--- src/dtsm_params.svh ---
// Register offsets, field positions, reset values and divider counts of the dual timer
`ifndef DTSM_PARAMS_SVH
`define DTSM_PARAMS_SVH

// ****************************************
// Register offsets
// ****************************************
`define DTSM_OFS_CTRL 8'h88
`define DTSM_OFS_MODE 8'h89
`define DTSM_OFS_FIR_LO 8'h8A
`define DTSM_OFS_SEC_LO 8'h8B
`define DTSM_OFS_FIR_HI 8'h8C
`define DTSM_OFS_SEC_HI 8'h8D
`define DTSM_OFS_CLK 8'h8E

// ****************************************
// Control/status fields
// ****************************************
`define DTSM_B_SEC_OVF 7
`define DTSM_B_SEC_RUN 6
`define DTSM_B_FIR_OVF 5
`define DTSM_B_FIR_RUN 4
`define DTSM_B_X0_FLAG 1
`define DTSM_B_X0_TYPE 0

// ****************************************
// Mode and clock fields
// ****************************************
`define DTSM_B_SEC_GATE 7
`define DTSM_B_SEC_CSEL 6
`define DTSM_B_SEC_MODE 4
`define DTSM_B_FIR_GATE 3
`define DTSM_B_FIR_CSEL 2
`define DTSM_B_FIR_MODE 0
`define DTSM_B_SEC_CLKSEL 4
`define DTSM_B_FIR_CLKSEL 3
`define DTSM_B_PRESC 0
`define DTSM_CLK_WMASK 8'h1B
`define DTSM_RST_REG 8'h00

// ****************************************
// Pins and prescaler
// ****************************************
`define DTSM_NSYNC 5
`define DTSM_NPREV 4
`define DTSM_SYNC_RST 5'h1F
`define DTSM_PIN_IRQ0 0
`define DTSM_PIN_CNT0 2
`define DTSM_PIN_CNT1 3
`define DTSM_PIN_EXTCLK 4
`define DTSM_DIV_12 6'h0C
`define DTSM_DIV_4 6'h04
`define DTSM_DIV_48 6'h30
`define DTSM_EXT_LAST 3'h7

`endif

--- src/dtsm_pkg.sv ---
// Types of the dual timer block
`include "dtsm_params.svh"
package dtsm_pkg;
	typedef enum logic [1:0] {DTSM_M13, DTSM_M16, DTSM_M8RL, DTSM_MSPLIT} dtsm_mode_t;
	typedef struct packed {
		logic [`DTSM_NSYNC-1:0] s1;
		logic [`DTSM_NSYNC-1:0] s2;
	} dtsm_sync_t;
	typedef struct packed {
		logic [5:0] cnt;
		logic [2:0] ecnt;
		logic ext_prev;
		logic tick;
	} dtsm_presc_t;
	typedef struct packed {
		logic [7:0] ctrl;
		logic [7:0] mode;
		logic [7:0] clk;
		logic [7:0] tl0;
		logic [7:0] th0;
		logic [7:0] tl1;
		logic [7:0] th1;
		logic [7:0] rdata;
		logic [`DTSM_NPREV-1:0] prev;
		logic pulse;
	} dtsm_state_t;
endpackage : dtsm_pkg

--- src/dtsm_presc.sv ---
// Shared prescaler: system clock by 12, 4, 48 or external clock by 8
`timescale 1ns/10ps
`include "dtsm_params.svh"
module dtsm_presc import dtsm_pkg::*; (
	input wire logic clk,
	input wire logic srst,
	input wire logic [1:0] sel,
	input wire logic ext_s,
	output logic tick
);
	dtsm_presc_t q;
	dtsm_presc_t n;
	logic [5:0] lim;

	always_comb begin
		case (sel)
			2'h0: lim = `DTSM_DIV_12;
			2'h1: lim = `DTSM_DIV_4;
			default: lim = `DTSM_DIV_48;
		endcase
	end

	always_comb begin
		n = q;
		n.tick = 1'b0;
		n.ext_prev = ext_s;
		if (sel == 2'h3) begin
			// Synchronised rising edges of the external clock, one tick per eight
			if (ext_s & ~q.ext_prev) begin //RULE_17
				n.ecnt = q.ecnt + 3'h1;
				n.tick = (q.ecnt == `DTSM_EXT_LAST); //RULE_16
			end
		end else if (q.cnt >= lim - 6'h01) begin
			n.cnt = 6'h00;
			n.tick = 1'b1; //RULE_16
		end else begin
			n.cnt = q.cnt + 6'h01;
		end
	end

	always_ff @(posedge clk) begin
		if (srst) begin
			q <= '0;
		end else begin
			q <= n;
		end
	end

	assign tick = q.tick;
endmodule : dtsm_presc

--- src/dtsm_sync.sv ---
// Two-stage synchroniser for the pin inputs
`timescale 1ns/10ps
`include "dtsm_params.svh"
module dtsm_sync import dtsm_pkg::*; (
	input wire logic clk,
	input wire logic srst,
	input wire logic [`DTSM_NSYNC-1:0] din,
	output logic [`DTSM_NSYNC-1:0] dout
);
	dtsm_sync_t q;
	dtsm_sync_t n;

	always_comb begin
		n.s1 = din;
		n.s2 = q.s1;
	end

	always_ff @(posedge clk) begin
		if (srst) begin
			q <= {`DTSM_SYNC_RST, `DTSM_SYNC_RST};
		end else begin
			q <= n;
		end
	end

	assign dout = q.s2;
endmodule : dtsm_sync

--- src/dtsm_top.sv ---
// Dual timer with split mode, control/status, mode and prescaler registers
`timescale 1ns/10ps
`include "dtsm_params.svh"
// Function
// RULE_01: Split mode: low byte is 8-bit counter using first timer's controls.
// RULE_02: Split mode: high byte times only, runs on second run bit, sets second flag.
// RULE_03: Split mode: second timer never counts pins nor sets its flag; pulse remains.
// RULE_04: Split mode: second timer runs in modes 0-2, halts in mode 3.
// RULE_05: Overflow flags set by hardware, cleared by software or vectoring.
// RULE_06: Run bits enable their timer when 1, stop it when 0.
// RULE_07: External flags set on edge/level; vectoring clears only edge-type flags.
// RULE_08: External flag is inverse of active-low input.
// RULE_09: Type bit: 0 level active-low, 1 falling edge.
// RULE_10: Gate bit 1 also needs external interrupt input high to run.
// RULE_11: Counter select 1 counts falling edges on count pin.
// RULE_12: Second mode field: 13-bit, 16-bit, 8-bit reload, inactive.
// RULE_13: First mode field same, but code 3 is split mode.
// RULE_14: Second clock select: prescaled when 0, system clock when 1.
// RULE_15: First clock select: prescaled when 0, system clock when 1.
// RULE_16: Prescaler: sysclk/12, /4, /48, or external clock/8.
// RULE_17: External clock is synchronised; must not exceed system clock.
// RULE_18: Unused clock register bits read zero, writes ignored.
// RULE_19: Each count is two 8-bit registers, low and high.
// RULE_20: 13-bit mode sets overflow flag on wrap from all ones.
// RULE_21: Reload mode: low byte wraps, reloads from high byte, flag set.
// RULE_22: Count pins hold each level two clocks; events up to quarter rate.
// RULE_23: Setting run bit keeps the count as it is.
// RULE_24: Split counters wrap from 0xFF to zero and set their flag.
// RULE_25: Control, mode and clock registers reset to zero.
module dtsm_top import dtsm_pkg::*; (
	input wire logic CLK,
	input wire logic SRST,
	input wire logic [7:0] SFR_ADDR,
	input wire logic [7:0] SFR_WDATA,
	input wire logic SFR_WR,
	input wire logic SFR_RD,
	output logic [7:0] SFR_RDATA,
	input wire logic FIRST_OVF_ACK,
	input wire logic SECOND_OVF_ACK,
	input wire logic EXT_IRQ0_ACK,
	input wire logic EXT_IRQ1_ACK,
	input wire logic EXT_IRQ0_INPUT_N,
	input wire logic EXT_IRQ1_INPUT_N,
	input wire logic FIRST_COUNT_PIN,
	input wire logic SECOND_COUNT_PIN,
	input wire logic EXT_CLK,
	output logic FIRST_OVERFLOW_FLAG,
	output logic SECOND_OVERFLOW_FLAG,
	output logic EXT_IRQ0_FLAG,
	output logic EXT_IRQ1_FLAG,
	output logic SECOND_OVF_PULSE
);
	// ****************************************
	// State and decode
	// ****************************************
	dtsm_state_t q;
	dtsm_state_t n;
	logic [`DTSM_NSYNC-1:0] pin_s;
	logic [`DTSM_NPREV-1:0] fall;
	logic ps_tick;
	dtsm_mode_t mode0;
	dtsm_mode_t mode1;
	logic split;
	logic tick0;
	logic tick_hi;
	logic tick1;
	logic run0;
	logic run1;
	logic hi_run;
	logic wr_ctrl;
	logic wr_mode;
	logic wr_clk;
	logic wr_tl0;
	logic wr_th0;
	logic wr_tl1;
	logic wr_th1;
	logic [1:0] x_ack;

	dtsm_sync u_sync (
		.clk(CLK),
		.srst(SRST),
		.din({EXT_CLK, SECOND_COUNT_PIN, FIRST_COUNT_PIN, EXT_IRQ1_INPUT_N, EXT_IRQ0_INPUT_N}),
		.dout(pin_s)
	);

	dtsm_presc u_presc (
		.clk(CLK),
		.srst(SRST),
		.sel(q.clk[`DTSM_B_PRESC +: 2]),
		.ext_s(pin_s[`DTSM_PIN_EXTCLK]),
		.tick(ps_tick)
	);

	assign fall = q.prev & ~pin_s[`DTSM_NPREV-1:0]; //RULE_11
	assign mode0 = dtsm_mode_t'(q.mode[`DTSM_B_FIR_MODE +: 2]); //RULE_13
	assign mode1 = dtsm_mode_t'(q.mode[`DTSM_B_SEC_MODE +: 2]); //RULE_12
	assign split = (mode0 == DTSM_MSPLIT);
	assign tick_hi = q.clk[`DTSM_B_FIR_CLKSEL] | ps_tick; //RULE_15
	assign tick0 = q.mode[`DTSM_B_FIR_CSEL] ? fall[`DTSM_PIN_CNT0] : tick_hi; //RULE_11
	// Pin counting for the second timer is cut off in split mode
	assign tick1 = (q.mode[`DTSM_B_SEC_CSEL] & ~split) ? fall[`DTSM_PIN_CNT1] :
		(q.clk[`DTSM_B_SEC_CLKSEL] | ps_tick); //RULE_14 RULE_03
	assign run0 = q.ctrl[`DTSM_B_FIR_RUN] & (~q.mode[`DTSM_B_FIR_GATE] | pin_s[`DTSM_PIN_IRQ0]); //RULE_06 RULE_10
	assign run1 = (mode1 != DTSM_MSPLIT) & (split | q.ctrl[`DTSM_B_SEC_RUN])
		& (~q.mode[`DTSM_B_SEC_GATE] | pin_s[`DTSM_PIN_IRQ0 + 1]); //RULE_04 RULE_06 RULE_10
	assign hi_run = split & q.ctrl[`DTSM_B_SEC_RUN]; //RULE_02
	assign wr_ctrl = SFR_WR & (SFR_ADDR == `DTSM_OFS_CTRL);
	assign wr_mode = SFR_WR & (SFR_ADDR == `DTSM_OFS_MODE);
	assign wr_clk = SFR_WR & (SFR_ADDR == `DTSM_OFS_CLK);
	assign wr_tl0 = SFR_WR & (SFR_ADDR == `DTSM_OFS_FIR_LO);
	assign wr_th0 = SFR_WR & (SFR_ADDR == `DTSM_OFS_FIR_HI);
	assign wr_tl1 = SFR_WR & (SFR_ADDR == `DTSM_OFS_SEC_LO);
	assign wr_th1 = SFR_WR & (SFR_ADDR == `DTSM_OFS_SEC_HI);
	assign x_ack = {EXT_IRQ1_ACK, EXT_IRQ0_ACK};

	// ****************************************
	// Count step: returns {overflow, high, low}
	// ****************************************
	function automatic logic [16:0] step(input dtsm_mode_t m, input logic [7:0] lo, input logic [7:0] hi);
		logic [13:0] s13;
		logic [16:0] r;
		s13 = {1'b0, hi, lo[4:0]} + 14'h0001;
		case (m)
			DTSM_M13: r = {s13[13], s13[12:5], lo[7:5], s13[4:0]}; //RULE_20
			DTSM_M16: r = {1'b0, hi, lo} + 17'h00001;
			DTSM_M8RL: r = (lo == 8'hFF) ? {1'b1, hi, hi} : {1'b0, hi, lo + 8'h01}; //RULE_21
			default: r = {1'b0, hi, lo};
		endcase
		return r;
	endfunction : step

	// ****************************************
	// Next state
	// ****************************************
	always_comb begin
		logic set_tf0;
		logic set_tf1;
		logic ovf1;
		logic [8:0] lo9;
		logic [8:0] hi9;
		set_tf0 = 1'b0;
		set_tf1 = 1'b0;
		ovf1 = 1'b0;
		lo9 = {1'b0, q.tl0} + 9'h001;
		hi9 = {1'b0, q.th0} + 9'h001;
		n = q;
		n.pulse = 1'b0;
		n.prev = pin_s[`DTSM_NPREV-1:0];
		// Counting continues from the held value; nothing reloads on run
		if (split) begin
			if (run0 & tick0) begin
				n.tl0 = lo9[7:0]; //RULE_01 RULE_24
				set_tf0 = lo9[8];
			end
			if (hi_run & tick_hi) begin
				n.th0 = hi9[7:0]; //RULE_02 RULE_24
				set_tf1 = hi9[8];
			end
		end else if (run0 & tick0) begin
			{set_tf0, n.th0, n.tl0} = step(mode0, q.tl0, q.th0); //RULE_23
		end
		if (run1 & tick1) begin
			{ovf1, n.th1, n.tl1} = step(mode1, q.tl1, q.th1);
			n.pulse = ovf1; //RULE_03
			set_tf1 = set_tf1 | (ovf1 & ~split); //RULE_03
		end
		// Register writes win over counting in the same cycle
		if (wr_ctrl) begin
			n.ctrl = SFR_WDATA;
		end
		if (wr_mode) begin
			n.mode = SFR_WDATA;
		end
		if (wr_clk) begin
			n.clk = SFR_WDATA & `DTSM_CLK_WMASK; //RULE_18
		end
		if (wr_tl0) begin
			n.tl0 = SFR_WDATA; //RULE_19
		end
		if (wr_th0) begin
			n.th0 = SFR_WDATA; //RULE_19
		end
		if (wr_tl1) begin
			n.tl1 = SFR_WDATA; //RULE_19
		end
		if (wr_th1) begin
			n.th1 = SFR_WDATA; //RULE_19
		end
		// Vectoring clears, hardware set wins
		if (FIRST_OVF_ACK) begin
			n.ctrl[`DTSM_B_FIR_OVF] = 1'b0; //RULE_05
		end
		if (SECOND_OVF_ACK) begin
			n.ctrl[`DTSM_B_SEC_OVF] = 1'b0; //RULE_05
		end
		n.ctrl[`DTSM_B_FIR_OVF] = n.ctrl[`DTSM_B_FIR_OVF] | set_tf0; //RULE_05
		n.ctrl[`DTSM_B_SEC_OVF] = n.ctrl[`DTSM_B_SEC_OVF] | set_tf1; //RULE_05
		for (int i = 0; i < 2; i++) begin
			if (!q.ctrl[`DTSM_B_X0_TYPE + 2 * i]) begin
				n.ctrl[`DTSM_B_X0_FLAG + 2 * i] = ~pin_s[`DTSM_PIN_IRQ0 + i]; //RULE_08 RULE_09
			end else begin
				if (x_ack[i]) begin
					n.ctrl[`DTSM_B_X0_FLAG + 2 * i] = 1'b0; //RULE_07
				end
				n.ctrl[`DTSM_B_X0_FLAG + 2 * i] = n.ctrl[`DTSM_B_X0_FLAG + 2 * i]
					| fall[`DTSM_PIN_IRQ0 + i]; //RULE_07 RULE_09
			end
		end
		if (SFR_RD) begin
			case (SFR_ADDR)
				`DTSM_OFS_CTRL: n.rdata = q.ctrl;
				`DTSM_OFS_MODE: n.rdata = q.mode;
				`DTSM_OFS_CLK: n.rdata = q.clk; //RULE_18
				`DTSM_OFS_FIR_LO: n.rdata = q.tl0;
				`DTSM_OFS_FIR_HI: n.rdata = q.th0;
				`DTSM_OFS_SEC_LO: n.rdata = q.tl1;
				`DTSM_OFS_SEC_HI: n.rdata = q.th1;
				default: n.rdata = 8'h00;
			endcase
		end
	end

	always_ff @(posedge CLK) begin
		if (SRST) begin
			q <= '0; //RULE_25
		end else begin
			q <= n;
		end
	end

	assign SFR_RDATA = q.rdata;
	assign FIRST_OVERFLOW_FLAG = q.ctrl[`DTSM_B_FIR_OVF];
	assign SECOND_OVERFLOW_FLAG = q.ctrl[`DTSM_B_SEC_OVF];
	assign EXT_IRQ0_FLAG = q.ctrl[`DTSM_B_X0_FLAG];
	assign EXT_IRQ1_FLAG = q.ctrl[`DTSM_B_X0_FLAG + 2];
	assign SECOND_OVF_PULSE = q.pulse;
endmodule : dtsm_top

--- config.mk ---
export PLATFORM = sky130hd
export DESIGN_NAME = dtsm_top
export DESIGN_NICKNAME = d
export VERILOG_FILES = /design/src/dtsm_pkg.sv /design/src/dtsm_presc.sv /design/src/dtsm_sync.sv /design/src/dtsm_top.sv
export VERILOG_INCLUDE_DIRS = /design/src
export SDC_FILE = /design/constraint.sdc
export NUM_CORES = 1
export LEC_CHECK = 0
export BUFFER_PORTS_ARGS = -buffer_cell sky130_fd_sc_hd__buf_4
export CAP_MARGIN = 10
export CORE_MARGIN = 1.5
export CORE_UTILIZATION = 61
export CTS_BUF_LIST = sky130_fd_sc_hd__clkbuf_8 sky130_fd_sc_hd__clkbuf_16
export CTS_CLUSTER_SIZE = 10
export DETAILED_ROUTE_END_ITERATION = 16
export GPL_TIMING_DRIVEN = 0
export PLACE_DENSITY = 0.92
export SETUP_SLACK_MARGIN = 0.05
export SYNTH_ARGS = -nofsm -noshare
export SYNTH_HDL_FRONTEND = slang
export SYNTH_SLANG_ARGS = --single-unit
--- constraint.sdc ---
create_clock -name CLK -period 3 [get_ports CLK]
set_input_delay 0.45 -clock CLK [delete_from_list [all_inputs] [get_ports CLK]]
set_output_delay 0.45 -clock CLK [all_outputs]
set_load 0.1 [all_outputs]
; Word-level counts from Yosys, hierarchy flattened
; Index checks and enable logic that the tools add are counted.
[totals]
ff_bits = 86
inputBits = 29
out_inout_bits = 13
wordCells = 148
[op_classes]
add_sub_neg = 11
order_cmp = 1
eq_ne = 23
n_mux = 37
n_bitwise = 36
n_reduce_logical = 21
[ops]
columns = op, count
row1 = 17-bit one-hot mux with 3 select lines, 2
row2 = 8-bit equality test (second input constant), 9
row3 = 8-bit two-way mux, 7
row4 = 8-bit one-hot mux with 7 select lines, 1
row5 = 17-bit two-way mux, 3
row6 = 16-bit two-way mux, 3
row7 = 16-bit by 1-bit adder with 17-bit output (second input constant), 2
row8 = 13-bit by 1-bit adder with 14-bit output (second input constant), 2
row9 = 1-bit two-way mux, 19
row10 = 8-bit by 1-bit adder with 9-bit output (second input constant), 2
row11 = 1-bit AND, 17
row12 = 8-bit by 1-bit adder with 8-bit output (second input constant), 2
row13 = 6-bit one-hot mux with 2 select lines, 1
row14 = 4-bit nonzero test, 3
row15 = 1-bit OR, 10
row16 = 3-bit AND reduction, 3
row17 = 3-bit nonzero test, 3
row18 = 2-bit equality test (second input constant), 4
row19 = 1-bit inverter, 7
row20 = 6-bit by 1-bit adder with 6-bit output (second input constant), 1
row21 = 2-bit by 1-bit equality test with 1-bit output (second input constant), 3
row22 = 6-bit >= comparator, 1
row23 = 2-bit logical NOT, 3
row24 = 6-bit two-way mux, 1
row25 = other kinds (13), 20

; Depth between registers and ports, before layout
; Gate-level depths: netlist of run 1.
[depth]
depth_word = 10
ltp_mapped = 9
mapped_depth_nobuf = 8

; By module
; Synthesis of run 1 repeated with hierarchy kept, for this count alone.
[unflattened]
cells_unflattened = 636
area_unflattened_um2 = 5405.2
[by_module_without_submodules]
columns = module, n_inst, cells_per_inst, area_per_inst_um2, seq_area_each_um2
row1 = dtsm_top, 1, 559, 4554.4, 1301.2
row2 = dtsm_presc, 1, 57, 588.1, 220.2
row3 = dtsm_sync, 1, 20, 262.8, 200.2

; Least setup slack after synthesis of run 1
; No wires, ideal clock.
[synth_path]
kind = reg2reg
start = register q, in the netlist mode0[0]
end = register q[13] in the netlist's numbering
setup_ns = 0.091
arrival_time_ns = 2.056
t_required_ns = 2.909
setup_slack_ns = 0.853
path_stages_with_launch = 8
n_path_buf = 1
synth_period_minus_slack_ns = 2.147
path_cell_list = dfxtp_1 > ha_1 > nor2b_1 > mux2_4 > or2_0 > clkbuf_1 > or4_1 > a311oi_1
[synth_between]
elab_chain_cells = 7
elab_cells_between_ends = 10
classes_between = eq/ne (1) / mux (1) / bitwise (6) / reduce/logical (2)
[synth_lines]
columns = element, line_no
row1 = from (decl), dtsm_top.sv:56  ; dtsm_state_t q;
row2 = from (signal assigned), dtsm_top.sv:227  ; q <= n;
row3 = 2-bit equality test *, dtsm_top.sv:97  ; assign split = (mode0 == DTSM_MSPLIT);
row4 = 1-bit OR or 1-bit inverter (tied branches), "dtsm_top.sv:104, dtsm_top.sv:101"
row5 = 1-bit AND (on tied branches), "dtsm_top.sv:104, dtsm_top.sv:101"
row6 = 1-bit AND or 1-bit two-way mux (tied branches), "dtsm_top.sv:104, dtsm_top.sv:101"
row7 = 1-bit AND *, dtsm_top.sv:162  ; if (run1 & tick1) begin
row8 = 2-bit nonzero test (no line) *, n/a
row9 = 3-bit AND reduction (no line) *, n/a
; Mark *: on every way between the ends. The rest lies on a longest branch, timed or not.
; A chain may end at the register's enable or synchronous reset.

; Worst setup path after layout of run 1
[layout_path]
start = register q, in the netlist mode0[0]
end = register q, in the netlist SECOND_OVERFLOW_FLAG
[layout_between]
elab_chain_cells = 8
elab_cells_between_ends = 16
classes_between = eq/ne (1) / mux (4) / bitwise (11)
[layout_lines]
columns = element, line_no
row1 = 2-bit equality test *, dtsm_top.sv:97
row2 = 1-bit AND, dtsm_top.sv:106  ; assign hi_run = split & q.ctrl[`DTSM_B_SEC_RUN];
row3 = 1-bit AND, dtsm_top.sv:155  ; if (hi_run & tick_hi) begin
row4 = 1-bit two-way mux, dtsm_top.sv:155
row5 = 1-bit two-way mux, dtsm_top.sv:150  ; if (split) begin
row6 = 1-bit OR, dtsm_top.sv:165  ; set_tf1 = set_tf1 | (ovf1 & ~split);
row7 = 1-bit two-way mux *, dtsm_top.sv:162
row8 = 1-bit OR *, dtsm_top.sv:197  ; n.ctrl[`DTSM_B_SEC_OVF] = n.ctrl[`DTSM_B_SEC_OVF] | set_tf1;
; Marked as above.

==> results of run 1 <==
## worst paths after layout
check | startpoint | endpoint | slack [ps] | cells after the start
hold / removal | SECOND_COUNT_PIN | u_sync.n[3] | 260 | 2
setup reg to reg | mode0[0] | SECOND_OVERFLOW_FLAG | 330 | 9
hold reg to reg | u_sync.n[2] | u_sync.dout[2] | 420 | 1
setup / recovery | mode0[0] | SECOND_OVERFLOW_FLAG | 330 | 9
## registers in the layout (all words and copies together), names as in the netlist
signal	cells
q	48
mode1	2
SECOND_OVF_PULSE	1
FIRST_OVERFLOW_FLAG	1
u_sync.dout	5
u_presc.q	10
u_sync.n	5
SFR_RDATA	8
SECOND_OVERFLOW_FLAG	1
u_presc.tick	1
mode0	2
EXT_IRQ0_FLAG	1
EXT_IRQ1_FLAG	1
## routing by layer
metal,part of all wire (%),vias up
met5,0,-
met4,3.9,0
met3,11,62
met2,44,389
met1,41,2620
li1,-,2569
## where the power goes
group	switching (mW)	internal (mW)
registers	0.00995	1.16
logic	0.108	0.0607
clock network	0.452	0.381
## cells by family after synthesis
kind of cell / after synthesis / share of synthesized area, %
compound gates: 192 / 24.7
buf+inv: 79 / 6.44
xor+xnor: 19 / 3.10
flops: 86 / 32.1
simple gates: 261 / 24.6
mux: 27 / 5.69
fa+ha+maj: 14 / 3.27
other cells: 1 / 0.0699
## layout make-up
class,instances,area (sq um),share of cell area (%)
multi-input combinational,514,3290,55.1
clock inverter,7,67.6,1.13
buffer,53,248,4.14
tap,108,135,2.26
inverter,26,97.6,1.63
clock buffer,9,124,2.07
sequential,86,1720,28.8
timing repair buffer,39,293,4.90
## critical path: cells and delay by family (launching register included)
| kind | cells | cell delay, ps |
|---|---|---|
| AOI/OAI and AO/OA | 2 | 610 |
| buffers and inverters | 2 | 590 |
| DFF | 1 | 480 |
| adders and majority gates | 1 | 350 |
| and+or+nand+nor | 3 | 280 |
| muxes | 1 | 220 |
## cell usage after synthesis (all sizes together), types with 3 or more instances
cell type | number | area share, %
nor3b | 4 | 0.56
xnor2 | 10 | 1.6
nand4 | 5 | 0.58
clkbuf | 34 | 2.4
and4 | 4 | 0.65
nand2 | 66 | 4.7
nor2 | 58 | 4.1
ha | 14 | 3.3
and3 | 11 | 1.3
and2 | 6 | 0.70
or2 | 13 | 1.5
o31ai | 4 | 0.56
a22o | 10 | 1.6
o221ai | 6 | 0.98
nor3 | 12 | 1.2
xor2 | 9 | 1.5
o2111ai | 3 | 0.49
a32oi | 4 | 0.65
nor2b | 17 | 2.0
a211oi | 14 | 2.0
nand3 | 38 | 3.5
mux2 | 5 | 1.1
a21oi | 56 | 5.2
o22ai | 13 | 1.5
dfxtp | 86 | 32
nand2b | 7 | 0.82
a21boi | 4 | 0.63
or3 | 5 | 0.58
a22oi | 3 | 0.42
inv | 26 | 1.8
a41oi | 3 | 0.49
o211ai | 9 | 1.3
a31oi | 5 | 0.58
a311oi | 7 | 1.1
nor4 | 7 | 1.2
mux2i | 20 | 3.7
a221oi | 3 | 0.49
o21ai | 25 | 2.3
buf | 19 | 2.2
## layout by cell type, fill, tap and decap left out, types with 5 or more instances in the layout
cell | netlist | routed
a31oi_1 | 5 | 5
and3_1 | 11 | 11
nand3_1 | 38 | 38
ha_1 | 14 | 14
nor3_1 | 11 | 11
and2_1 | 6 | 6
nor2b_1 | 17 | 17
a22o_1 | 10 | 10
nand2_1 | 65 | 65
o211ai_1 | 9 | 9
xnor2_1 | 10 | 10
or3_1 | 5 | 5
inv_1 | 26 | 28
nand4_1 | 5 | 5
o22ai_1 | 13 | 13
mux2i_1 | 20 | 20
clkbuf_1 | 33 | 33
or2_2 | 12 | 12
nor2_1 | 58 | 58
a211oi_1 | 14 | 14
nor4_1 | 5 | 5
o21ai_0 | 25 | 25
o221ai_1 | 6 | 6
buf_4 | 11 | 50
dfxtp_1 | 86 | 86
xor2_1 | 9 | 9
a21oi_1 | 56 | 56
buf_2 | 5 | 5
a311oi_1 | 7 | 7
clkbuf_8 | 0 | 9
nand2b_1 | 7 | 7
==> results by group, run 1 <==
Layout
  – Final nets: 772
  – Fill count: 718
  – Area Overhead vs Synth: 11.6%
  – Antenna cells: 0
  – Design Area, Final: 5980 sq um
  – Layout cells sized above 1: 13.2%
  – Core Util, Final: 69.3%
  – Final Non-Filler Cells: 842

Timing
  – Slew @ Worst Pin: 784 ps
  – Hold Fails Final Rpt: 0
  – Fin. max-slew vios: 0
  – Min Tclk post-route: ~2700 ps
  – Max transition margin: 47.2%
  – Crit share post-route: between 80 and 90%
  – Setup TNS: 0 ps
  – Final setup vio count: 0
  – Worst Skew: 15.4 ps
  – Worst Setup Slack, final: 332 ps
  – Fmax: 0.375 GHz
  – Hold slack: around 260 ps
  – RSZ-0062 raised after global routing: no

CTS
  – Worst skew pair latency: 370 ps
  – Cts hold-fix bufs: 0
  – Cts bufs inserted: 9
  – Root Buffer: clkbuf_8
  – Number of setup buffers added after CTS: 0
  – CTS max path bufs: 2
  – CTS tree: yes
  – CTS H-Tree Depth: 3
  – Sink Count: between 80 and 90
  – Clock-pin slew on the worst setup and hold paths: 100 ps
  – Cts repair resizes: 0

Setup path
  – WS Path Type: flip-flop to flip-flop
  – Crit-path cells: ha_1, nor2b_1, mux2_4, or2_0, clkbuf_1, buf_2, nor3_1, a41oi_1, o22ai_1
  – Worst endpoint data arrival time: 2900 ps
  – Critical Path Sink Type: flip-flop
  – CP max-delay cell: a41oi_1
  – Critical path peak fanout: 10
  – Data required, critical path: 3230 ps
  – CP Launch Type: flip-flop
  – Max incr delay on CP: 490 ps

GRT
  – Gr ovfl total: 0
  – Met3 usage: 6.21%
  – Total track usage: 36.2%
  – GR Util met1: 50.8%
  – First-pass GRT wire length: 26900 um
  – Vias in the first global route: 5097
  – Busiest grt layer: met2
  – Initial antenna violation count: 0
  – Largest net degree at the start of global routing: 15
  – GR Layer Usage met2: 55.2%

Run status
  – Status: complete, no violations

Power
  – Power per cell area: 363 nW/um^2
  – VDD IR-drop max: 0.296 mV
  – Static Leakage: 2.17 nW
  – Final Total Pwr: 2.17 mW

Floorplan
  – DIE AREA: 9360 sq um
  – I/O pins: 42
  – Die span in y: 96.8 um
  – Die X: 96.8 um
  – Core area: about 8600 sq um
  – Core Rows: 34
  – Initial Utilization: 62.1%

Drt
  – Total length of routed wires: 17100 um
  – Post-DRT Antenna Nets: 0
  – Average via count per standard cell: 6.70
  – DRC Markers: 0
  – DRT Pass-1 Iters: 6
  – Drt initial violations: around 700
  – DR WL/cell: approximately 20 um
  – Vias: roughly 5600

Placement
  – Routability cong.: roughly 1.1
  – Detailed-placement wirelength estimate: 12400 um
  – I/O Buffers: 39
  – Post-place setup slack: 450 ps
  – Post-placement cell count: 826
  – Area after DPL: 5790 sq um

Worst hold path
  – Hold crit path type: input pin to flip-flop

Synthesis
  – Register area share after synthesis: 32.1%
  – Syn_nets: 722
  – Yosys Warn Count: 0
  – Gate Count Post-Synth: 679
  – Number of synthesized flops with an enable pin: 0
  – FF+latch count, synth: 86
  – Synth Flop Type: dfxtp_1
  – Mapped Area: 5360 sq um
  – Fraction of registers with async set or reset after synthesis: 0%
  – Syn Area/Cell: 7.90 sq um
  – Distinct cells, synth: 73

Flow run
  – Max Cap Viol: 0
Note: power is estimated with default switching activity, not from simulation.
==> run 2, diff against run 1 <==
Settings changed: CELL_PAD_IN_SITES_DETAIL_PLACEMENT set to 1, CELL_PAD_IN_SITES_GLOBAL_PLACEMENT set to 2, CORE_UTILIZATION 61 to 36, PLACE_DENSITY 0.92 to 0.91.
==> run 2 against run 1 <==
  * Largest power group unchanged
  * First-iteration DRC count shrank 34%
  * Sequential power about the same
  * Combinational power barely moved
  * Critical endpoint is now q[40]
  * Cell area rose by 3.0%
  * Largest cell class unchanged
  * Highest routed layer unchanged
  * Total power up 12%
  * Critical path depth is 1 lower
  * Via count is 1.9% lower
  * Non-clock buffer count did not move
  * Clock power rose by 30%
  * Cell count rose by 8.9%
==> results by group, run 2 (synthesis results as in run 1) <==
Setup path
  – Crit path capture: q[40]
  – Crit path from: q[38]
  – Reg2Reg Setup Slack: 310 ps (-20 ps)
  – WS Path Type: flip-flop to flip-flop
  – CP Launch Type: flip-flop
  – Critical Path Sink Type: flip-flop
  – Data required, critical path: 3200 ps (-30 ps)
  – FF-to-FF path depth: 8 (-1)
  – R2r startpoint: q[38]
  – Worst endpoint data arrival time: 2880 ps (-20 ps)
  – Reg2reg end: q[40]
  – Critical path peak fanout: 7 (-3)

Power
  – Static Leakage: 2.20 nW (+1.3%)
  – Share of power burned in combinational logic: 7.1% (-0.7 points)
  – Switching Share: 26.3% (+0.062 points)
  – Net Sw Power: 637 uW (+12%)
  – Clock network power share: 44.6% (+6.2 points)
  – Int Power: 1.78 mW (+12%)
  – Seq pwr share: 48.3% (-5.5 points)
  – Power per cell area: 393 nW/um^2 (+8.4%)
  – VDD IR-drop max: 0.294 mV (-0.76%)

Placement
  – I/O Buffers: 39 (unchanged)
  – Detailed-placement wirelength estimate: 14500 um (+17%)
  – Routability cong.: 0.949 (-14%)
  – Area after DPL: 5880 sq um (+1.6%)
  – Post-placement cell count: 902 (+9.2%)

Layout
  – Antenna cells: 0 (unchanged)
  – Core Util, Final: 42.4% (-27 points)
  – Largest register FFs: 48 (unchanged)
  – Final Non-Filler Cells: 917 (+8.9%)
  – Most frequent cells in the layout: dfxtp_1, nand2_1, nor2_1
  – Final nets: 772 (unchanged)
  – Layout cells sized above 1: 13.4% (+0.15 points)
  – Design Area, Final: 6160 sq um (+3.0%)
  – Area Overhead vs Synth: 14.9%
  – Biggest register: q
  – Leading cell type in the layout, fill and taps excluded: dfxtp_1

CTS
  – Cts hold-fix bufs: 0 (unchanged)
  – Sink Count: 86 (unchanged)
  – Root Buffer: clkbuf_16
  – Clock-pin slew on the worst setup and hold paths: 70 ps (-30 ps)
  – CTS max path bufs: 2 (unchanged)
  – Worst skew pair latency: 350 ps (-20 ps)
  – CTS H-Tree Depth: 3 (unchanged)
  – Cts bufs inserted: 9 (unchanged)
  – CTS tree: yes
  – Number of setup buffers added after CTS: 0 (unchanged)
  – Cts repair resizes: 0 (unchanged)

GRT
  – First-pass GRT wire length: 30800 um (+14%)
  – Initial antenna violation count: 0 (unchanged)
  – Largest net degree at the start of global routing: 16 (+1)
  – Gr ovfl total: 0 (unchanged)
  – Vias in the first global route: 5554 (+9.0%)
  – Total track usage: 25.0% (-11 points)

Timing
  – Crit share post-route: 89.5% (+0.58 points)
  – Worst Skew: 8.99 ps (-6.45 ps)
  – Fmax: 0.372 GHz (-0.65%)
  – Min Tclk post-route: 2690 ps (+17.5 ps)
  – Fin. max-slew vios: 0 (unchanged)
  – Slew @ Worst Pin: 845 ps (+61.6 ps)
  – RSZ-0062 raised after global routing: no
  – Setup TNS: 0 ps (unchanged)
  – Final setup vio count: 0 (unchanged)
  – Hold slack: 278 ps (+19.9 ps)
  – Max transition margin: 43.5% (-3.7 points)
  – Hold Fails Final Rpt: 0 (unchanged)

Drt
  – Drt initial violations: 449 (-34%)
  – Vias: 5534 (-1.9%)
  – DR WL/cell: 21.2 um (+4.4%)
  – Post-DRT Antenna Nets: 0 (unchanged)
  – Average via count per standard cell: 6.03 (-9.9%)
  – Total length of routed wires: 19500 um (+14%)
  – DRC Markers: 0 (unchanged)
  – DRT Pass-1 Iters: 5 (-1)

Floorplan
  – I/O pins: 42 (unchanged)
  – Die span in y: 125 um (+29%)
  – Core area: 14500 sq um (+68%)
  – Core Rows: 44 (+29%)
  – Die X: 125 um (+29%)
  – Initial Utilization: 36.9% (-25 points)
  – DIE AREA: 15600 sq um (+67%)

Worst hold path
  – Hold depth: 2 (unchanged)
  – Hold Crit Start: EXT_CLK
  – Hold crit path type: input pin to flip-flop

Flow run
  – Max Cap Viol: 0 (unchanged)

Run status
  – Status: complete, no violations
-- run 2: metal layers --
| layer | global-route usage (%) | share of wire [%] |
|---|---|---|
| met1 | 34.3 | 45 |
| met2 | 39.1 | 46 |
| met3 | 3.94 | 6.7 |
| met4 | 10.6 | 2.3 |
| met5 | 0 | 0 |
-- run 2: how the worst min path moves through the flow --
stage                           to
global route           u_sync.n[0]
global placement    u_sync.dout[3]
CTS                    u_sync.n[4]
finish                 u_sync.n[4]
floorplan           u_sync.dout[0]
detailed placement  u_sync.dout[3]
-- run 2: cell type report --
type                            instances  area (sq um)
Clock buffer                            9           225
Tap cell                              184           230
Timing Repair Buffer                   39           293
Fill cell                            1800          8380
Buffer                                 53           248
Inverter                               26          97.6
Clock inverter                          6          48.8
Multi-Input combinational cell        514          3290
Sequential cell                        86          1720
-- run 2: power groups by stage --
| stage | combinational, mW | clock [mW] | sequential, mW |
|---|---|---|---|
| 3_5_place_dp | 0.170 | 0 | 1.19 |
| 2_1_floorplan | 0.0815 | 0 | 1.20 |
| 3_3_place_gp | 0.166 | 0 | 1.19 |
| 4_1_cts | 0.171 | 1.09 | 1.17 |
| 5_1_grt | 0.185 | 1.13 | 1.17 |
| 6_report | 0.172 | 1.08 | 1.17 |
-- run 2: worst max-delay path, stage by stage (launching register included) --
cell and delay, ps:
dfxtp_1 450, ha_1 300, nand4_1 360, or2_2 410, clkbuf_1 210, a21boi_1 400, nor2b_1 100, o21ai_0 180
a311oi_1 120
-- run 2: metrics by stage --
step           worst slack (ps)  total power, mW
3_5_place_dp                353             1.37
5_1_grt                     113             2.49
6_report                    314             2.42
3_3_place_gp                432             1.36
2_1_floorplan               853             1.28
4_1_cts                     379             2.43
